$ cat src/inc/gcr_pkg.sv
// constants for the cache global control block
package cgc_pkg;
    // register indices; byte address is four times the index
    localparam logic [15:0] CTL_IDX = 16'h1400;
    localparam logic [15:0] FAL_IDX = 16'h1401;
    localparam logic [15:0] FAH_IDX = 16'h1402;
    localparam logic [15:0] STAT_IDX = 16'h1410;
    localparam logic [15:0] CTL_ADDR = {CTL_IDX[13:0], 2'b00};
    localparam logic [15:0] FAL_ADDR = {FAL_IDX[13:0], 2'b00};
    localparam logic [15:0] FAH_ADDR = {FAH_IDX[13:0], 2'b00};
    localparam logic [15:0] STAT_ADDR = {STAT_IDX[13:0], 2'b00};
    localparam int ADDR_W = 16;
    localparam int REG_W = 16;
    // global control fields
    localparam int CLK_HOLD_BIT = 15;
    localparam int AUTO_GATE_BIT = 14;
    localparam int RSVD_BIT = 13;
    localparam int LINE_FLUSH_BIT = 12;
    localparam int WHOLE_FLUSH_BIT = 11;
    localparam int RAMSET_ON_BIT = 10;
    localparam int WAY_ON_BIT = 9;
    localparam int RS_CNT_LSB = 5;
    localparam int WAY_CNT_LSB = 3;
    localparam int FORWARD_BIT = 2;
    localparam int FILL_MODE_BIT = 1;
    localparam int WHOLE_EN_BIT = 0;
    localparam logic [15:0] CTL_RESET = 16'hC006;
    localparam logic [15:0] FAH_MASK = 16'h00FF;
    // status register fields
    localparam int ST_ENABLED_BIT = 0;
    localparam int ST_FLUSH_BUSY_BIT = 1;
    localparam int ST_WAY_EN_BIT = 2;
    localparam int ST_RS1_EN_BIT = 3;
    localparam int ST_RS2_EN_BIT = 4;
    localparam int ST_TWO_WAY_BIT = 5;
    localparam int ST_CLK_RUN_BIT = 6;
    localparam logic [1:0] RESP_OKAY = 2'b00;
    localparam logic [1:0] RESP_SLVERR = 2'b10;
endpackage

$ cat src/inc/reg_port_if.sv
// simple register access port between bus slave and register file
`timescale 1ns/1ns
`default_nettype none
interface reg_port_if;
    logic wr_en;
    logic [15:0] wr_addr;
    logic [31:0] wr_data;
    logic [3:0] wr_strb;
    logic wr_err;
    logic [15:0] rd_addr;
    logic [31:0] rd_data;
    logic rd_err;
    modport bus (output wr_en, output wr_addr, output wr_data, output wr_strb,
        input wr_err, output rd_addr, input rd_data, input rd_err);
    modport regs (input wr_en, input wr_addr, input wr_data, input wr_strb,
        output wr_err, input rd_addr, output rd_data, output rd_err);
endinterface
`default_nettype wire

$ cat src/logic/icache_global_control.sv
// global control register of the instruction cache with its control outputs
//
// Chosen here: register access over AXI4-Lite and the register addresses.
`timescale 1ns/1ns
`default_nettype none
module icache_global_control #(
    parameter int LINE_ADDR_W = 24
) (
    // clock and reset
    input wire logic aclk,
    input wire logic aresetn,
    // axi4-lite write address
    input wire logic [15:0] awaddr,
    input wire logic awvalid,
    output logic awready,
    // axi4-lite write data
    input wire logic [31:0] wdata,
    input wire logic [3:0] wstrb,
    input wire logic wvalid,
    output logic wready,
    // axi4-lite write response
    output logic [1:0] bresp,
    output logic bvalid,
    input wire logic bready,
    // axi4-lite read address
    input wire logic [15:0] araddr,
    input wire logic arvalid,
    output logic arready,
    // axi4-lite read data
    output logic [31:0] rdata,
    output logic [1:0] rresp,
    output logic rvalid,
    input wire logic rready,
    // core requests
    input wire logic core_cache_enable,
    input wire logic core_cache_clear,
    // per-block local bits from the block control registers
    input wire logic way_local_enable,
    input wire logic ramset1_local_enable,
    input wire logic ramset2_local_enable,
    input wire logic way_local_flush,
    input wire logic ramset1_local_flush,
    input wire logic ramset2_local_flush,
    // activity of the lookup datapath, for automatic gating
    input wire logic cache_active,
    // block enables and configuration
    output logic way_block_enable,
    output logic way_two_way,
    output logic ramset1_enable,
    output logic ramset2_enable,
    output logic miss_word_forward,
    output logic ram_fill_mode,
    // module clock control
    output logic module_clock_enable,
    output logic auto_gate_active,
    // flush pulses
    output logic way_flush,
    output logic ramset1_flush,
    output logic ramset2_flush,
    // line flush handshake
    output logic line_flush_req,
    output logic [LINE_ADDR_W-1:0] line_flush_addr,
    input wire logic line_flush_ack
);
    reg_port_if rp ();

    logic [15:0] ctl_reg;
    logic [15:0] flush_addr_low_reg;
    logic [15:0] flush_addr_high_reg;
    logic [15:0] ctl_next;
    logic [15:0] status_word;
    logic clear_seen_reg;
    logic clear_rise;
    logic line_start;
    logic line_busy;
    logic line_done;
    logic hit_ctl;
    logic hit_fal;
    logic hit_fah;
    logic cache_on;
    logic rs_on;
    logic rs_two;
    logic way_on;

    axil_slave u_bus (
        .aclk(aclk),
        .aresetn(aresetn),
        .awaddr(awaddr),
        .awvalid(awvalid),
        .awready(awready),
        .wdata(wdata),
        .wstrb(wstrb),
        .wvalid(wvalid),
        .wready(wready),
        .bresp(bresp),
        .bvalid(bvalid),
        .bready(bready),
        .araddr(araddr),
        .arvalid(arvalid),
        .arready(arready),
        .rdata(rdata),
        .rresp(rresp),
        .rvalid(rvalid),
        .rready(rready),
        .rp(rp)
    );

    // merge a 16-bit register with the two low byte lanes
    function automatic logic [15:0] merge16(input logic [15:0] old,
                                            input logic [31:0] data,
                                            input logic [3:0] strb);
        logic [15:0] res;
        res = old;
        if (strb[0]) begin
            res[7:0] = data[7:0];
        end
        if (strb[1]) begin
            res[15:8] = data[15:8];
        end
        return res;
    endfunction

    // register write decode
    always_comb begin
        hit_ctl = rp.wr_en && (rp.wr_addr == cgc_pkg::CTL_ADDR);
        hit_fal = rp.wr_en && (rp.wr_addr == cgc_pkg::FAL_ADDR);
        hit_fah = rp.wr_en && (rp.wr_addr == cgc_pkg::FAH_ADDR);
        rp.wr_err = rp.wr_en && !(hit_ctl || hit_fal || hit_fah
            || (rp.wr_addr == cgc_pkg::STAT_ADDR));
    end

    assign ctl_next = merge16(ctl_reg, rp.wr_data, rp.wr_strb);
    // bit 13 is stored as written; keeping it zero is software's job
    assign line_start = hit_ctl && ctl_next[cgc_pkg::LINE_FLUSH_BIT];

    // a software set in the done cycle wins over the self-clear
    always_ff @(posedge aclk) begin
        if (!aresetn) begin
            ctl_reg <= cgc_pkg::CTL_RESET;
        end else if (hit_ctl) begin
            ctl_reg <= ctl_next;
        end else if (line_done) begin
            ctl_reg[cgc_pkg::LINE_FLUSH_BIT] <= 1'b0;
        end
    end

    always_ff @(posedge aclk) begin
        if (!aresetn) begin
            flush_addr_low_reg <= 16'h0000;
        end else if (hit_fal) begin
            flush_addr_low_reg <= merge16(flush_addr_low_reg, rp.wr_data, rp.wr_strb);
        end
    end

    // upper byte of the high half is reserved and reads zero
    always_ff @(posedge aclk) begin
        if (!aresetn) begin
            flush_addr_high_reg <= 16'h0000;
        end else if (hit_fah) begin
            flush_addr_high_reg <= merge16(flush_addr_high_reg, rp.wr_data, rp.wr_strb)
                & cgc_pkg::FAH_MASK;
        end
    end

    line_flush_engine #(
        .ADDR_W(LINE_ADDR_W)
    ) u_line_flush (
        .aclk(aclk),
        .aresetn(aresetn),
        .start(line_start),
        .addr(LINE_ADDR_W'({flush_addr_high_reg[7:0], flush_addr_low_reg})),
        .busy(line_busy),
        .done(line_done),
        .line_flush_req(line_flush_req),
        .line_flush_addr(line_flush_addr),
        .line_flush_ack(line_flush_ack)
    );

    // configuration decode; only the supported layouts can be formed
    assign cache_on = core_cache_enable;
    assign way_on = ctl_reg[cgc_pkg::WAY_ON_BIT];
    assign rs_on = ctl_reg[cgc_pkg::RAMSET_ON_BIT];
    // a nonzero count with a clear low bit is treated as one block
    assign rs_two = ctl_reg[cgc_pkg::RS_CNT_LSB];

    // enables follow the core request; global select overrides local bits
    always_ff @(posedge aclk) begin
        if (!aresetn) begin
            way_block_enable <= 1'b0;
            ramset1_enable <= 1'b0;
            ramset2_enable <= 1'b0;
        end else begin
            way_block_enable <= cache_on && way_on
                && (ctl_reg[cgc_pkg::WHOLE_EN_BIT] || way_local_enable);
            ramset1_enable <= cache_on && rs_on
                && (ctl_reg[cgc_pkg::WHOLE_EN_BIT] || ramset1_local_enable);
            ramset2_enable <= cache_on && rs_on && rs_two
                && (ctl_reg[cgc_pkg::WHOLE_EN_BIT] || ramset2_local_enable);
        end
    end

    // way count field: only its low bit matters, two ways at most
    always_ff @(posedge aclk) begin
        if (!aresetn) begin
            way_two_way <= 1'b0;
            miss_word_forward <= 1'b0;
            ram_fill_mode <= 1'b0;
        end else begin
            way_two_way <= ctl_reg[cgc_pkg::WAY_CNT_LSB];
            miss_word_forward <= ctl_reg[cgc_pkg::FORWARD_BIT];
            ram_fill_mode <= ctl_reg[cgc_pkg::FILL_MODE_BIT];
        end
    end

    // module clock: runs while enabled, held on when disabled if asked,
    // and with auto gating it only runs while the datapath or a line flush is busy
    always_ff @(posedge aclk) begin
        if (!aresetn) begin
            module_clock_enable <= 1'b1;
            auto_gate_active <= 1'b0;
        end else begin
            auto_gate_active <= cache_on && ctl_reg[cgc_pkg::AUTO_GATE_BIT];
            if (cache_on) begin
                module_clock_enable <= !ctl_reg[cgc_pkg::AUTO_GATE_BIT]
                    || cache_active || line_busy;
            end else begin
                module_clock_enable <= ctl_reg[cgc_pkg::CLK_HOLD_BIT];
            end
        end
    end

    // clear request is taken on its rising edge, once per request
    always_ff @(posedge aclk) begin
        if (!aresetn) begin
            clear_seen_reg <= 1'b0;
        end else begin
            clear_seen_reg <= core_cache_clear;
        end
    end
    assign clear_rise = core_cache_clear && !clear_seen_reg;

    always_ff @(posedge aclk) begin
        if (!aresetn) begin
            way_flush <= 1'b0;
            ramset1_flush <= 1'b0;
            ramset2_flush <= 1'b0;
        end else begin
            way_flush <= clear_rise
                && (ctl_reg[cgc_pkg::WHOLE_FLUSH_BIT] || way_local_flush);
            ramset1_flush <= clear_rise
                && (ctl_reg[cgc_pkg::WHOLE_FLUSH_BIT] || ramset1_local_flush);
            ramset2_flush <= clear_rise
                && (ctl_reg[cgc_pkg::WHOLE_FLUSH_BIT] || ramset2_local_flush);
        end
    end

    // status word shows the block's live state
    always_comb begin
        status_word = 16'h0000;
        status_word[cgc_pkg::ST_ENABLED_BIT] = cache_on;
        status_word[cgc_pkg::ST_FLUSH_BUSY_BIT] = line_busy;
        status_word[cgc_pkg::ST_WAY_EN_BIT] = way_block_enable;
        status_word[cgc_pkg::ST_RS1_EN_BIT] = ramset1_enable;
        status_word[cgc_pkg::ST_RS2_EN_BIT] = ramset2_enable;
        status_word[cgc_pkg::ST_TWO_WAY_BIT] = way_two_way;
        status_word[cgc_pkg::ST_CLK_RUN_BIT] = module_clock_enable;
    end

    // read mux; unmapped addresses answer slverr with zero data
    always_comb begin
        rp.rd_data = 32'h0000_0000;
        rp.rd_err = 1'b0;
        unique case (rp.rd_addr)
            cgc_pkg::CTL_ADDR: rp.rd_data = {16'h0000, ctl_reg};
            cgc_pkg::FAL_ADDR: rp.rd_data = {16'h0000, flush_addr_low_reg};
            cgc_pkg::FAH_ADDR: rp.rd_data = {16'h0000, flush_addr_high_reg};
            cgc_pkg::STAT_ADDR: rp.rd_data = {16'h0000, status_word};
            default: rp.rd_err = 1'b1;
        endcase
    end
endmodule
`default_nettype wire

$ cat src/logic/axil_slave.sv
// axi4-lite slave front end driving the register port
`timescale 1ns/1ns
`default_nettype none
module axil_slave (
    // clock and reset
    input wire logic aclk,
    input wire logic aresetn,
    // write address and data
    input wire logic [15:0] awaddr,
    input wire logic awvalid,
    output logic awready,
    input wire logic [31:0] wdata,
    input wire logic [3:0] wstrb,
    input wire logic wvalid,
    output logic wready,
    // write response
    output logic [1:0] bresp,
    output logic bvalid,
    input wire logic bready,
    // read
    input wire logic [15:0] araddr,
    input wire logic arvalid,
    output logic arready,
    output logic [31:0] rdata,
    output logic [1:0] rresp,
    output logic rvalid,
    input wire logic rready,
    // register side
    reg_port_if.bus rp
);
    logic aw_held;
    logic w_held;
    logic [15:0] aw_addr_reg;
    logic [31:0] w_data_reg;
    logic [3:0] w_strb_reg;

    assign awready = ~aw_held & ~bvalid;
    assign wready = ~w_held & ~bvalid;
    assign arready = ~rvalid;
    // write happens once both halves are held, one cycle before bvalid
    assign rp.wr_en = aw_held & w_held & ~bvalid;
    assign rp.wr_addr = aw_addr_reg;
    assign rp.wr_data = w_data_reg;
    assign rp.wr_strb = w_strb_reg;
    assign rp.rd_addr = araddr;

    always_ff @(posedge aclk) begin
        if (!aresetn) begin
            aw_held <= 1'b0;
            aw_addr_reg <= 16'h0000;
        end else if (awvalid && awready) begin
            aw_held <= 1'b1;
            aw_addr_reg <= awaddr;
        end else if (rp.wr_en) begin
            aw_held <= 1'b0;
        end
    end

    always_ff @(posedge aclk) begin
        if (!aresetn) begin
            w_held <= 1'b0;
            w_data_reg <= 32'h0000_0000;
            w_strb_reg <= 4'h0;
        end else if (wvalid && wready) begin
            w_held <= 1'b1;
            w_data_reg <= wdata;
            w_strb_reg <= wstrb;
        end else if (rp.wr_en) begin
            w_held <= 1'b0;
        end
    end

    always_ff @(posedge aclk) begin
        if (!aresetn) begin
            bvalid <= 1'b0;
            bresp <= cgc_pkg::RESP_OKAY;
        end else if (rp.wr_en) begin
            bvalid <= 1'b1;
            bresp <= rp.wr_err ? cgc_pkg::RESP_SLVERR : cgc_pkg::RESP_OKAY;
        end else if (bready) begin
            bvalid <= 1'b0;
        end
    end

    always_ff @(posedge aclk) begin
        if (!aresetn) begin
            rvalid <= 1'b0;
            rdata <= 32'h0000_0000;
            rresp <= cgc_pkg::RESP_OKAY;
        end else if (arvalid && arready) begin
            rvalid <= 1'b1;
            rdata <= rp.rd_data;
            rresp <= rp.rd_err ? cgc_pkg::RESP_SLVERR : cgc_pkg::RESP_OKAY;
        end else if (rready) begin
            rvalid <= 1'b0;
        end
    end
endmodule
`default_nettype wire

$ cat src/logic/line_flush_engine.sv
// hands one line-flush request to the cache and reports completion
`timescale 1ns/1ns
`default_nettype none
module line_flush_engine #(
    parameter int ADDR_W = 24
) (
    // clock and reset
    input wire logic aclk,
    input wire logic aresetn,
    // control
    input wire logic start,
    input wire logic [ADDR_W-1:0] addr,
    output logic busy,
    output logic done,
    // cache side
    output logic line_flush_req,
    output logic [ADDR_W-1:0] line_flush_addr,
    input wire logic line_flush_ack
);
    typedef enum logic [1:0] {
        FL_IDLE = 2'b01,
        FL_REQ = 2'b10
    } fl_state_e;
    fl_state_e state_reg;

    assign busy = (state_reg == FL_REQ);
    assign line_flush_req = busy;

    // start while busy is dropped; the pending bit stays set until done
    always_ff @(posedge aclk) begin
        if (!aresetn) begin
            state_reg <= FL_IDLE;
            line_flush_addr <= '0;
            done <= 1'b0;
        end else begin
            done <= 1'b0;
            unique case (state_reg)
                FL_IDLE: begin
                    if (start) begin
                        state_reg <= FL_REQ;
                        line_flush_addr <= addr;
                    end
                end
                FL_REQ: begin
                    if (line_flush_ack) begin
                        state_reg <= FL_IDLE;
                        done <= 1'b1;
                    end
                end
                default: state_reg <= FL_IDLE;
            endcase
        end
    end
endmodule
`default_nettype wire

$ cat config.mk
export PLATFORM = sky130hd
export DESIGN_NAME = icache_global_control
export DESIGN_NICKNAME = d
export VERILOG_FILES = /design/src/inc/gcr_pkg.sv /design/src/inc/reg_port_if.sv /design/src/logic/icache_global_control.sv /design/src/logic/axil_slave.sv /design/src/logic/line_flush_engine.sv
export SDC_FILE = /design/constraint.sdc
export NUM_CORES = 1
export LEC_CHECK = 0
export BUFFER_PORTS_ARGS = -buffer_cell sky130_fd_sc_hd__buf_4
export CORE_AREA = 2 2 81 160
export DETAILED_ROUTE_END_ITERATION = 7
export DIE_AREA = 0 0 83 162
export HOLD_SLACK_MARGIN = 0.05
export PLACE_DENSITY = 0.71
export SLEW_MARGIN = 20
export SYNTH_ARGS = -nofsm -noshare
export SYNTH_HDL_FRONTEND = slang
export SYNTH_SLANG_ARGS = --single-unit
$ cat constraint.sdc
create_clock -name aclk -period 2.65 [get_ports aclk]
set_clock_uncertainty 0.1 [all_clocks]
set_input_delay 0.6625 -clock aclk [delete_from_list [all_inputs] [get_ports aclk]]
set_output_delay 0.6625 -clock aclk [all_outputs]
set_load 0.01 [all_outputs]
==> results of run 1 <==
-- layout by cell type, fill, tap and decap left out, types with 2 or more instances in the layout --
master | synthesis | final
nor3_2 | 2 | 2
clkbuf_8 | 0 | 3
o21ai_0 | 59 | 59
or3_1 | 2 | 2
nor4_1 | 4 | 4
a22oi_1 | 7 | 7
o211ai_1 | 2 | 2
dfxtp_1 | 135 | 135
a22o_1 | 8 | 8
buf_4 | 18 | 137
clkinv_2 | 0 | 2
nor4_4 | 2 | 2
nand4_1 | 31 | 31
nor2_1 | 21 | 20
nor3_1 | 3 | 3
and4_1 | 3 | 3
mux2i_1 | 32 | 32
a21oi_1 | 82 | 82
clkbuf_16 | 0 | 17
inv_1 | 5 | 4
bufinv_16 | 0 | 4
nor2b_1 | 4 | 4
nand3_1 | 31 | 31
nand2_1 | 107 | 107
conb_1 | 1 | 18
clkinv_4 | 0 | 3
nand2b_1 | 3 | 3
and3_1 | 4 | 4
clkinvlp_4 | 0 | 2
and2_1 | 9 | 9
o22ai_1 | 8 | 8
-- per-stage QoR --
stage / hold slack (ns) / util / power, uW
4_1_cts: 0.319 / 0.584 / 4990
3_5_place_dp: 0.342 / 0.531 / 2500
3_3_place_gp: 0.340 / 0.531 / 2490
2_1_floorplan: 0.332 / - / 2370
6_report: 0.333 / 0.584 / 4950
5_1_grt: 0.332 / 0.584 / 5120
-- power by group --
part	switching (uW)	total [uW]	leakage, uW	internal (uW)
Clock	850	2500	0.000309	1650
Combinational	195	337	0.00144	142
Sequential	39.8	2120	0.00110	2080
-- cell type report --
type	count	area [sq um]
sequential	135	2700
multi-input combinational	460	2540
inverter	5	18.8
clock buffer	21	470
tap	147	184
fill	1111	5080
clock inverter	11	171
timing repair buffer	137	1030
-- worst register-to-register path, cell delays in order, from the launching register on --
cell     delay, ns
dfxtp_1       0.32
nor3_2        0.46
nand3_1       0.44
nor4_4        0.35
buf_4         0.24
mux2i_1       0.21
-- routing by layer --
metal | global-route usage | routed length [um]
met4 | 0.118 | 626
met5 | 0 | 0
met2 | 0.394 | 7730
met1 | 0.233 | 5340
met3 | 0.0508 | 827
-- Yosys cell counts, types with 2 or more instances --
library cell,instances
or3_1,2
nor2_1,21
nor4_4,2
buf_1,3
nor3_2,2
o21ai_0,59
o22ai_1,8
nand3_1,31
a22oi_1,7
nand4_1,31
nand2_1,107
nor4_1,4
buf_4,18
nor2b_1,4
and3_1,4
and4_1,3
mux2i_1,32
and2_1,9
inv_1,5
o211ai_1,2
buf_2,2
a22o_1,8
clkbuf_1,40
a21oi_1,82
dfxtp_1,135
nor3_1,3
nand2b_1,3
-- logic make-up after synthesis --
logic type	Yosys count	synth area share
AND/OR/NAND/NOR	236	0.215
AO/OA/AOI/OAI	172	0.172
flip-flops	135	0.490
buffers and inverters	69	0.0610
multiplexers	33	0.0601
adder cells (fa/ha/maj)	1	0.00181
other	1	0.000680
-- how the worst min path moves through the flow --
stage / slack, ns / start / to / cells past startpoint
floorplan: 0.33 / u_bus.rp.wr_addr[0] / u_bus.rp.wr_addr[0] / 2
CTS: 0.32 / rready / u_bus.rvalid / 2
global route: 0.33 / rready / u_bus.rvalid / 2
finish: 0.33 / rready / u_bus.rvalid / 2
detailed placement: 0.34 / u_bus.rp.wr_addr[15] / u_bus.rp.wr_addr[15] / 2
global placement: 0.34 / u_bus.rp.wr_addr[13] / u_bus.rp.wr_addr[13] / 2
==> metrics, run 1 <==
crit path kind register to register; DP Wirelength roughly 11000 um; Post-synth top flop dfxtp_1; layout cells sized above 1 0.231; Core ar. around 12000 sq um; post-synthesis cell area about 5500 sq um; Post-Layout Cell Count 916; DR pass1 iterations 5; final setup vio count 0; initial core utilization 0.452; clk slew on worst S/H paths 0.06 ns; synth warn 0; number of port buffers 125; max FFs per register 24; max_cap viols 0; clk_lat worst skew ~0.41 ns; Worst Path Required 2.89 ns; routability cong. about 0.86; Largest Register u_line_flush.line_flush_addr; CP arrival around 2.4 ns; RSZ-0062 raised after global routing false; TritonCTS Buffers 17; clock sink count between 100 and 150; area leader, netlist dfxtp_1; DR iter-0 viols 283; die area around 13000 sq um; final instance area a little over 7000 sq um; Register-to-Register Path Depth 5; Die H 162 um; min cycle time layout around 2.2 ns; Remaining DRCs 0; max-slew violations 0; Cell variety after synth 47; setup ws final about 0.45 ns; Mean Syn Cell Area around 8.5 sq um; Total Routing Usage GR 0.219; worst setup path endpoint flush_addr_high_reg[0]; Syn Inst Count around 650; postcts setup bufs 0; Peak VDD IR slightly above 0.0005 V; top post-synthesis cells by area dfxtp_1 49%, a21oi_1 7.4%, nand2_1 7.3%; Post-Place Cell Area about 6500 sq um; htree depth 4; clock buffer depth 2; sequential-to-total area share from yosys stat 0.490; crit path launch type register; WL/cell 15.9 um; CTS root buffer clkbuf_16; TritonCTS clock tree built; Post-synth EDFFs 0; worst r2r src u_bus.rp.wr_addr[1]; Final Cycle Share 0.829; Final Hold Vio Count 0; final setup TNS 0 ns; DP Cell Count approximately 880; vias in the first global route 4867; crit-path cells nor3_2 > nand3_1 > nor4_4 > buf_4 > mux2i_1; CP Capture Type register; Routed Antenna Nets 0; Yosys top cell area share 0.490; CP max stage cell nor3_2; FMAX between 400 and 500 MHz; initial antenna violation count 0; CP startpoint u_bus.rp.wr_addr[1]; Seq cells post-synth roughly 140; CP top delay family simple AND/OR/NAND/NOR gates; worst hold-check path type input pin to register; largest net degree at the start of global routing 83; Synth-to-Final Area Change 29.1%; hold buffers post-CTS 0; reg-to-reg endpoint flush_addr_high_reg[0]; Die Wd 83 um; drt via density 5.51; WP depth 5; Slew @ Worst Pin roughly 0.86 ns; Routed Wire Length about 15000 um; global-route wire length before repair around 24000 um; CTS resizes 0; I/O pin count approximately 160; Nets 841; pwr dens between 600 and 700 nW/um^2; worst stage delay on the critical path around 0.46 ns; Leakage around 0.0028 uW; Async SR Flop Fraction 0; minimum setup slack after placement roughly 0.15 ns; CP max FO 9; R2R Setup Slk around 0.45 ns; Site Rows 57; total gr overflow 0; Bufs and invs on worst path 1; antenna cell count 0; max_slew headroom 0.424; status finished, final reports clean; DR vias 5050
Power figures use the tool's default switching activity.
==> inputs of run 2 (changes only) <==
--- a/config.mk
+++ b/config.mk
@@ -10,7 +10,7 @@
 export DETAILED_ROUTE_END_ITERATION = 7
 export DIE_AREA = 0 0 83 162
 export HOLD_SLACK_MARGIN = 0.05
-export PLACE_DENSITY = 0.71
+export PLACE_DENSITY = 0.74
 export SLEW_MARGIN = 20
 export SYNTH_ARGS = -nofsm -noshare
 export SYNTH_HDL_FRONTEND = slang
==> constraint.sdc (replaced) <==
create_clock -name aclk -period 1.86 [get_ports aclk]
set_clock_uncertainty 0.1 [all_clocks]
set_input_delay 0.465 -clock aclk [delete_from_list [all_inputs] [get_ports aclk]]
set_output_delay 0.465 -clock aclk [all_outputs]
set_load 0.01 [all_outputs]
==> run 2 against run 1 <==
- sequential share of layout area is 1.6 points lower
- count of clock-buffer cells in the layout stayed put
- flip-flop and latch count unchanged
- critical path depth did not move
- worst hold slack worse by 0.20 ns
- clock power rose by 44%
- combinational power up 69%
- register-to-register slack got worse by 0.42 ns
- routed wire length rose by 7.2%
- via count increased by 3.1%
- final cell count rose by 2.9%
- critical endpoint is now ctl_reg[7]
==> metrics, run 2 (synthesis gave the netlist of run 1 again) <==
status finished, final reports clean (unchanged); Routed Antenna Nets 0 (unchanged); I/O pin count 162 (unchanged); worst setup path endpoint ctl_reg[7] (was flush_addr_high_reg[0]); max_slew headroom 0.440 (was 0.424); drt via density 5.52 (was 5.51); multi-input logic area 2600 sq um (was 2540 sq um); max FFs per register 24 (unchanged); Core ar. 12200 sq um (unchanged); Total Routing Usage GR 0.228 (was 0.219); Site Rows 57 (unchanged); max_cap viols 0 (unchanged); Synth-to-Final Area Change 34.8% (was 29.1%); setup ws final 0.0298 ns (was 0.453 ns); pwr dens 964 nW/um^2 (was 696 nW/um^2); htree depth 4 (unchanged); CP Capture Type register (unchanged); crit path launch type register (unchanged); routability cong. 0.838 (was 0.861); Int Pwr 5570 uW (was 3870 uW); global-route wire length before repair 24800 um (was 23800 um); CP max FO 33 (was 9); TritonCTS clock tree built (unchanged); Largest Register u_line_flush.line_flush_addr (unchanged); minimum setup slack after placement -0.0454 ns (was 0.152 ns); Routed Wire Length 15600 um (was 14500 um); met3 routed WL 850 um (was 827 um); fillers 1059 (was 1111); DR iter-0 viols 354 (was 283); DR pass1 iterations 6 (was 5); worst r2r src u_bus.rp.wr_addr[2] (was u_bus.rp.wr_addr[1]); reg-to-reg endpoint ctl_reg[7] (was flush_addr_high_reg[0]); layout cells sized above 1 0.275 (was 0.231); vias in the first global route 5123 (was 4867); WL/cell 16.5 um (was 15.9 um); Seq pwr share 0.420 (was 0.428); worst hold-check path type input pin to register (unchanged); CP startpoint u_bus.rp.wr_addr[2] (was u_bus.rp.wr_addr[1]); Clock power frac 0.501 (was 0.504); RSZ-0062 raised after global routing true (was false); Routed met2 length 8470 um (was 7730 um); antenna cell count 0 (unchanged); TritonCTS Buffers 17 (unchanged); Final Hold Vio Count 0 (unchanged); DR top layer met4 (unchanged); Seq. cell area 2710 sq um (was 2700 sq um); largest net degree at the start of global routing 83 (unchanged); clk slew on worst S/H paths 0.06 ns (about the same); Net Switching 1600 uW (was 1080 uW); Post-Place Cell Area 6720 sq um (was 6470 sq um); total gr overflow 0 (unchanged); clock buffer depth 2 (unchanged); Final Cycle Share 0.984 (was 0.829); crit path kind register to register (unchanged); met1 wire length 5480 um (was 5340 um); DP Wirelength 11300 um (was 10900 um); most frequent cells in the layout 159 x buf_4, 133 x dfxtp_1, 107 x nand2_1, 82 x a21oi_1 (was 137 x buf_4, 135 x dfxtp_1, 107 x nand2_1, 82 x a21oi_1, 59 x o21ai_0); Nets 868 (was 841); CTS root buffer clkbuf_16 (unchanged); Slew @ Worst Pin 0.840 ns (was 0.864 ns); final instance area 7430 sq um (was 7120 sq um); hold buffers post-CTS 0 (unchanged); initial antenna violation count 0 (unchanged); final setup TNS 0 ns (unchanged); Peak VDD IR 0.000705 V (was 0.000513 V); Die Wd 83 um (unchanged); initial core utilization 0.452 (unchanged); commonest non-fill, non-tap cell in the layout buf_4 (unchanged); die area 13400 sq um (unchanged); Worst Path Required 2.02 ns (was 2.89 ns); Leakage 0.00300 uW (was 0.00284 uW); Net Sw Frac 0.224 (was 0.219); Die H 162 um (unchanged); CP arrival 1.99 ns (was 2.43 ns); Register-to-Register Path Depth 5 (unchanged); R2R Setup Slk 0.03 ns (was 0.45 ns); min cycle time layout 1.83 ns (was 2.20 ns); DR vias 5208 (was 5050); number of port buffers 125 (unchanged); final setup vio count 0 (unchanged); max-slew violations 0 (unchanged); FMAX 546 MHz (was 455 MHz); Comb power frac 0.079 (was 0.068); Min Hold Slack 0.135 ns (was 0.333 ns); Remaining DRCs 0 (unchanged); clock sink count 135 (unchanged); clk_lat worst skew 0.41 ns (about the same)
==> run 2: cell count changes in the layout (fill, tap and decap cells not counted), moves of 4 or more <==
cell	change
buf_12	+4
o21ai_0	-27
buf_4	+22
o21ai_1	+26
==> run 2: cell type report <==
| type | count | area share |
|---|---|---|
| sequential | 135 | 0.364 |
| multi-input combinational | 460 | 0.350 |
| timing repair buffer | 164 | 0.173 |
| clock buffer | 21 | 0.0633 |
| tap | 147 | 0.0247 |
| clock inverter | 11 | 0.0229 |
| inverter | 5 | 0.00252 |
==> run 2: stage by stage <==
step                       util  power [uW]  instances
after floorplan               -        3380        664
after detailed placement  0.551        3620        909
final                     0.610        7170        943
after global routing      0.610        7380        943
after CTS                 0.604        7190        942
after global placement    0.551        3600        909
==> run 2: routing by layer <==
layer	global-route usage	vias to the layer above
met5	0	-
met4	0.131	0
met3	0.0564	48
met2	0.426	223
met1	0.224	2405
li1	-	2532
==> run 2: worst min-delay path by stage <==
stage | slack (ns) | cells past startpoint | to | start
after floorplan | 0.33 | 2 | u_bus.rp.wr_addr[0] | u_bus.rp.wr_addr[0]
after global placement | 0.34 | 2 | u_bus.rp.wr_addr[13] | u_bus.rp.wr_addr[13]
after detailed placement | 0.34 | 2 | u_bus.rdata[10] | u_bus.rdata[10]
after CTS | 0.13 | 2 | u_bus.rvalid | rready
after global routing | 0.13 | 2 | u_bus.rvalid | rready
final | 0.13 | 2 | u_bus.rvalid | rready
==> run 2: repair_timing <==
action                     in CTS  in global routing
buffers inserted                1                  1
setup endpoints to repair      31                 57
pin swaps                       1                  2
resized for setup               3                 41
==> run 2: worst max-delay path, stage by stage, from the launching register on <==
cell and delay, ns:
dfxtp_1 0.31, or3_4 0.38, or4_4 0.43, buf_12 0.19, o21ai_0 0.17, a21oi_1 0.09
==> run 2: power by group through the flow <==
stage / Sequential, uW / Clock (uW) / Combinational (uW)
floorplan: 3070 / 0 / 313
global placement: 3070 / 0 / 537
detailed placement: 3070 / 0 / 552
CTS: 3010 / 3620 / 556
global route: 3020 / 3740 / 621
finish: 3010 / 3590 / 568
==> inputs of run 3 (changes only) <==
--- a/config.mk
+++ b/config.mk
@@ -5,10 +5,12 @@
 export SDC_FILE = /design/constraint.sdc
 export NUM_CORES = 1
 export LEC_CHECK = 0
+export ABC_CLOCK_PERIOD_IN_PS = 1860
 export BUFFER_PORTS_ARGS = -buffer_cell sky130_fd_sc_hd__buf_4
 export CORE_AREA = 2 2 81 160
 export DETAILED_ROUTE_END_ITERATION = 7
 export DIE_AREA = 0 0 83 162
+export GPL_TIMING_DRIVEN = 0
 export HOLD_SLACK_MARGIN = 0.05
 export PLACE_DENSITY = 0.74
 export SLEW_MARGIN = 20
==> run 3 against run 2 <==
- the flow now finishes with violations (negative setup slack)
- register-to-register slack worse by 0.15 ns
- setup slack worse by 0.15 ns
- final area is 3.3% higher
- routed wire length rose by 10%
- flip-flop and latch count unchanged
- utilization increased by 2.0 points
- power down 3.6%
- global-route usage grew 2.4 points
- clock power fell by 8.9%
- critical endpoint is now u_line_flush.line_flush_addr[17]
- largest cell class is now multi-input gates
- largest power group unchanged
==> metrics, run 3 (synthesis gave the netlist of run 1 again) <==
status complete, but fails checks (was finished, final reports clean); failing checks negative setup slack; CP arrival 2.15 ns (was 1.99 ns); Core ar. 12200 sq um (unchanged); Die Wd 83 um (unchanged); pwr dens 899 nW/um^2 (was 964 nW/um^2); antenna cell count 0 (unchanged); Die H 162 um (unchanged); initial antenna violation count 0 (unchanged); layout cells sized above 1 0.314 (was 0.275); CP Capture Type register (unchanged); crit path launch type register (unchanged); Peak VDD IR 0.000802 V (was 0.000705 V); CP max FO 8 (was 33); CTS root buffer clkbuf_16 (unchanged); max_cap viols 0 (unchanged); DR pass1 iterations 5 (was 6); TritonCTS clock tree built (unchanged); max_slew headroom 0.563 (was 0.440); most frequent cells in the layout 160 x buf_4, 128 x dfxtp_1, 107 x nand2_1, 80 x a21oi_1 (was 159 x buf_4, 133 x dfxtp_1, 107 x nand2_1, 82 x a21oi_1); htree depth 4 (unchanged); Synth-to-Final Area Change 39.3% (was 34.8%); final setup vio count 56 (was 0); max FFs per register 24 (unchanged); setup ws final -0.115 ns (was 0.0298 ns); DR iter-0 viols 333 (was 354); fillers 1052 (was 1059); routability cong. 0.937 (was 0.838); largest net degree at the start of global routing 17 (was 83); Total Routing Usage GR 0.251 (was 0.228); hold path depth 2 (unchanged); drt via density 5.60 (was 5.52); I/O pin count 162 (unchanged); Final Cycle Share 1.06 (was 0.984); initial core utilization 0.452 (unchanged); final setup TNS -3.35 ns (was 0 ns); min cycle time layout 1.98 ns (was 1.83 ns); Remaining DRCs 0 (unchanged); minimum setup slack after placement -0.575 ns (was -0.0454 ns); Leakage 0.00310 uW (was 0.00300 uW); number of port buffers 124 (was 125); Largest Register u_line_flush.line_flush_addr (unchanged); DR vias 5473 (was 5208); max-slew violations 0 (unchanged); vias in the first global route 5478 (was 5123); worst hold-check path type input pin to register (unchanged); global-route wire length before repair 27000 um (was 24800 um); Site Rows 57 (unchanged); Routed Antenna Nets 0 (unchanged); commonest non-fill, non-tap cell in the layout buf_4 (unchanged); Final Hold Vio Count 0 (unchanged); clock buffer depth 2 (unchanged); clock sink count 135 (unchanged); FMAX 506 MHz (was 546 MHz); total gr overflow 0 (unchanged); Worst Path Required 2.04 ns (was 2.02 ns); clk slew on worst S/H paths 0.06 ns (about the same); Nets 903 (was 868); clk_lat worst skew 0.41 ns (about the same); Routed Wire Length 17100 um (was 15600 um); Register-to-Register Path Depth 6 (was 5); DP Wirelength 12800 um (was 11300 um); crit path kind register to register (unchanged); die area 13400 sq um (unchanged); RSZ-0062 raised after global routing true (unchanged); WL/cell 17.5 um (was 16.5 um); Slew @ Worst Pin 0.655 ns (was 0.840 ns); TritonCTS Buffers 17 (unchanged)
==> run 3: area by class of cell <==
cell class	instances	area, sq um	area share
multi-input combinational	460	2740	0.356
clock buffer	18	429	0.0559
sequential	135	2720	0.354
timing repair buffer	144	1110	0.144
tap	147	184	0.0239
clock inverter	14	149	0.0194
inverter	5	18.8	0.00244
buffer	55	342	0.0445
==> run 3: through the flow <==
step	hold WS, ns	cells	utilization	instance area (sq um)	power, uW
floorplan	0.332	664	-	5610	3380
global placement	0.337	935	0.551	6720	3610
detailed placement	0.345	935	0.552	6730	3630
CTS	0.126	978	0.621	7570	6890
global route	0.137	978	0.630	7680	7120
finish	0.130	978	0.630	7680	6910
==> run 3: power breakdown <==
group,internal (uW),switching (uW),leakage (uW)
Clock,1980,1290,0.000285
Sequential,2960,58.3,0.00110
Combinational,278,337,0.00172
Total,5220,1690,0.00310
==> run 3: repair_timing <==
action,CTS,global route
hold buffers,0,0
buffers inserted,12,6
gates resized for setup,76,42
setup endpoints to repair,74,87
cloned,2,0
pin swaps,36,10
==> run 3: per-layer routing <==
layer / up-vias / wire length [um] / global-route usage
met5: - / 0 / 0
met4: 0 / 624 / 0.115
met3: 45 / 960 / 0.0564
met2: 246 / 9770 / 0.496
met1: 2568 / 5790 / 0.240
li1: 2614 / - / -
==> run 3: critical path: stages (launching register included) <==
cell      delay [ns]
dfxtp_2         0.31
or2_0           0.21
buf_4           0.16
or4_4           0.64
clkbuf_8        0.21
o21ai_2         0.12
a21oi_1         0.09
==> run 3: final timing paths <==
| check | startpoint | end | slack (ns) |
|---|---|---|---|
| worst max register to register | u_bus.rp.wr_addr[15] | u_line_flush.line_flush_addr[17] | -0.12 |
| worst max-delay path | u_bus.rp.wr_addr[15] | u_line_flush.line_flush_addr[17] | -0.12 |
| worst min-delay path | rready | u_bus.rvalid | 0.13 |
| worst min register to register | u_bus.rp.wr_addr[15] | u_bus.rp.wr_addr[15] | 0.35 |
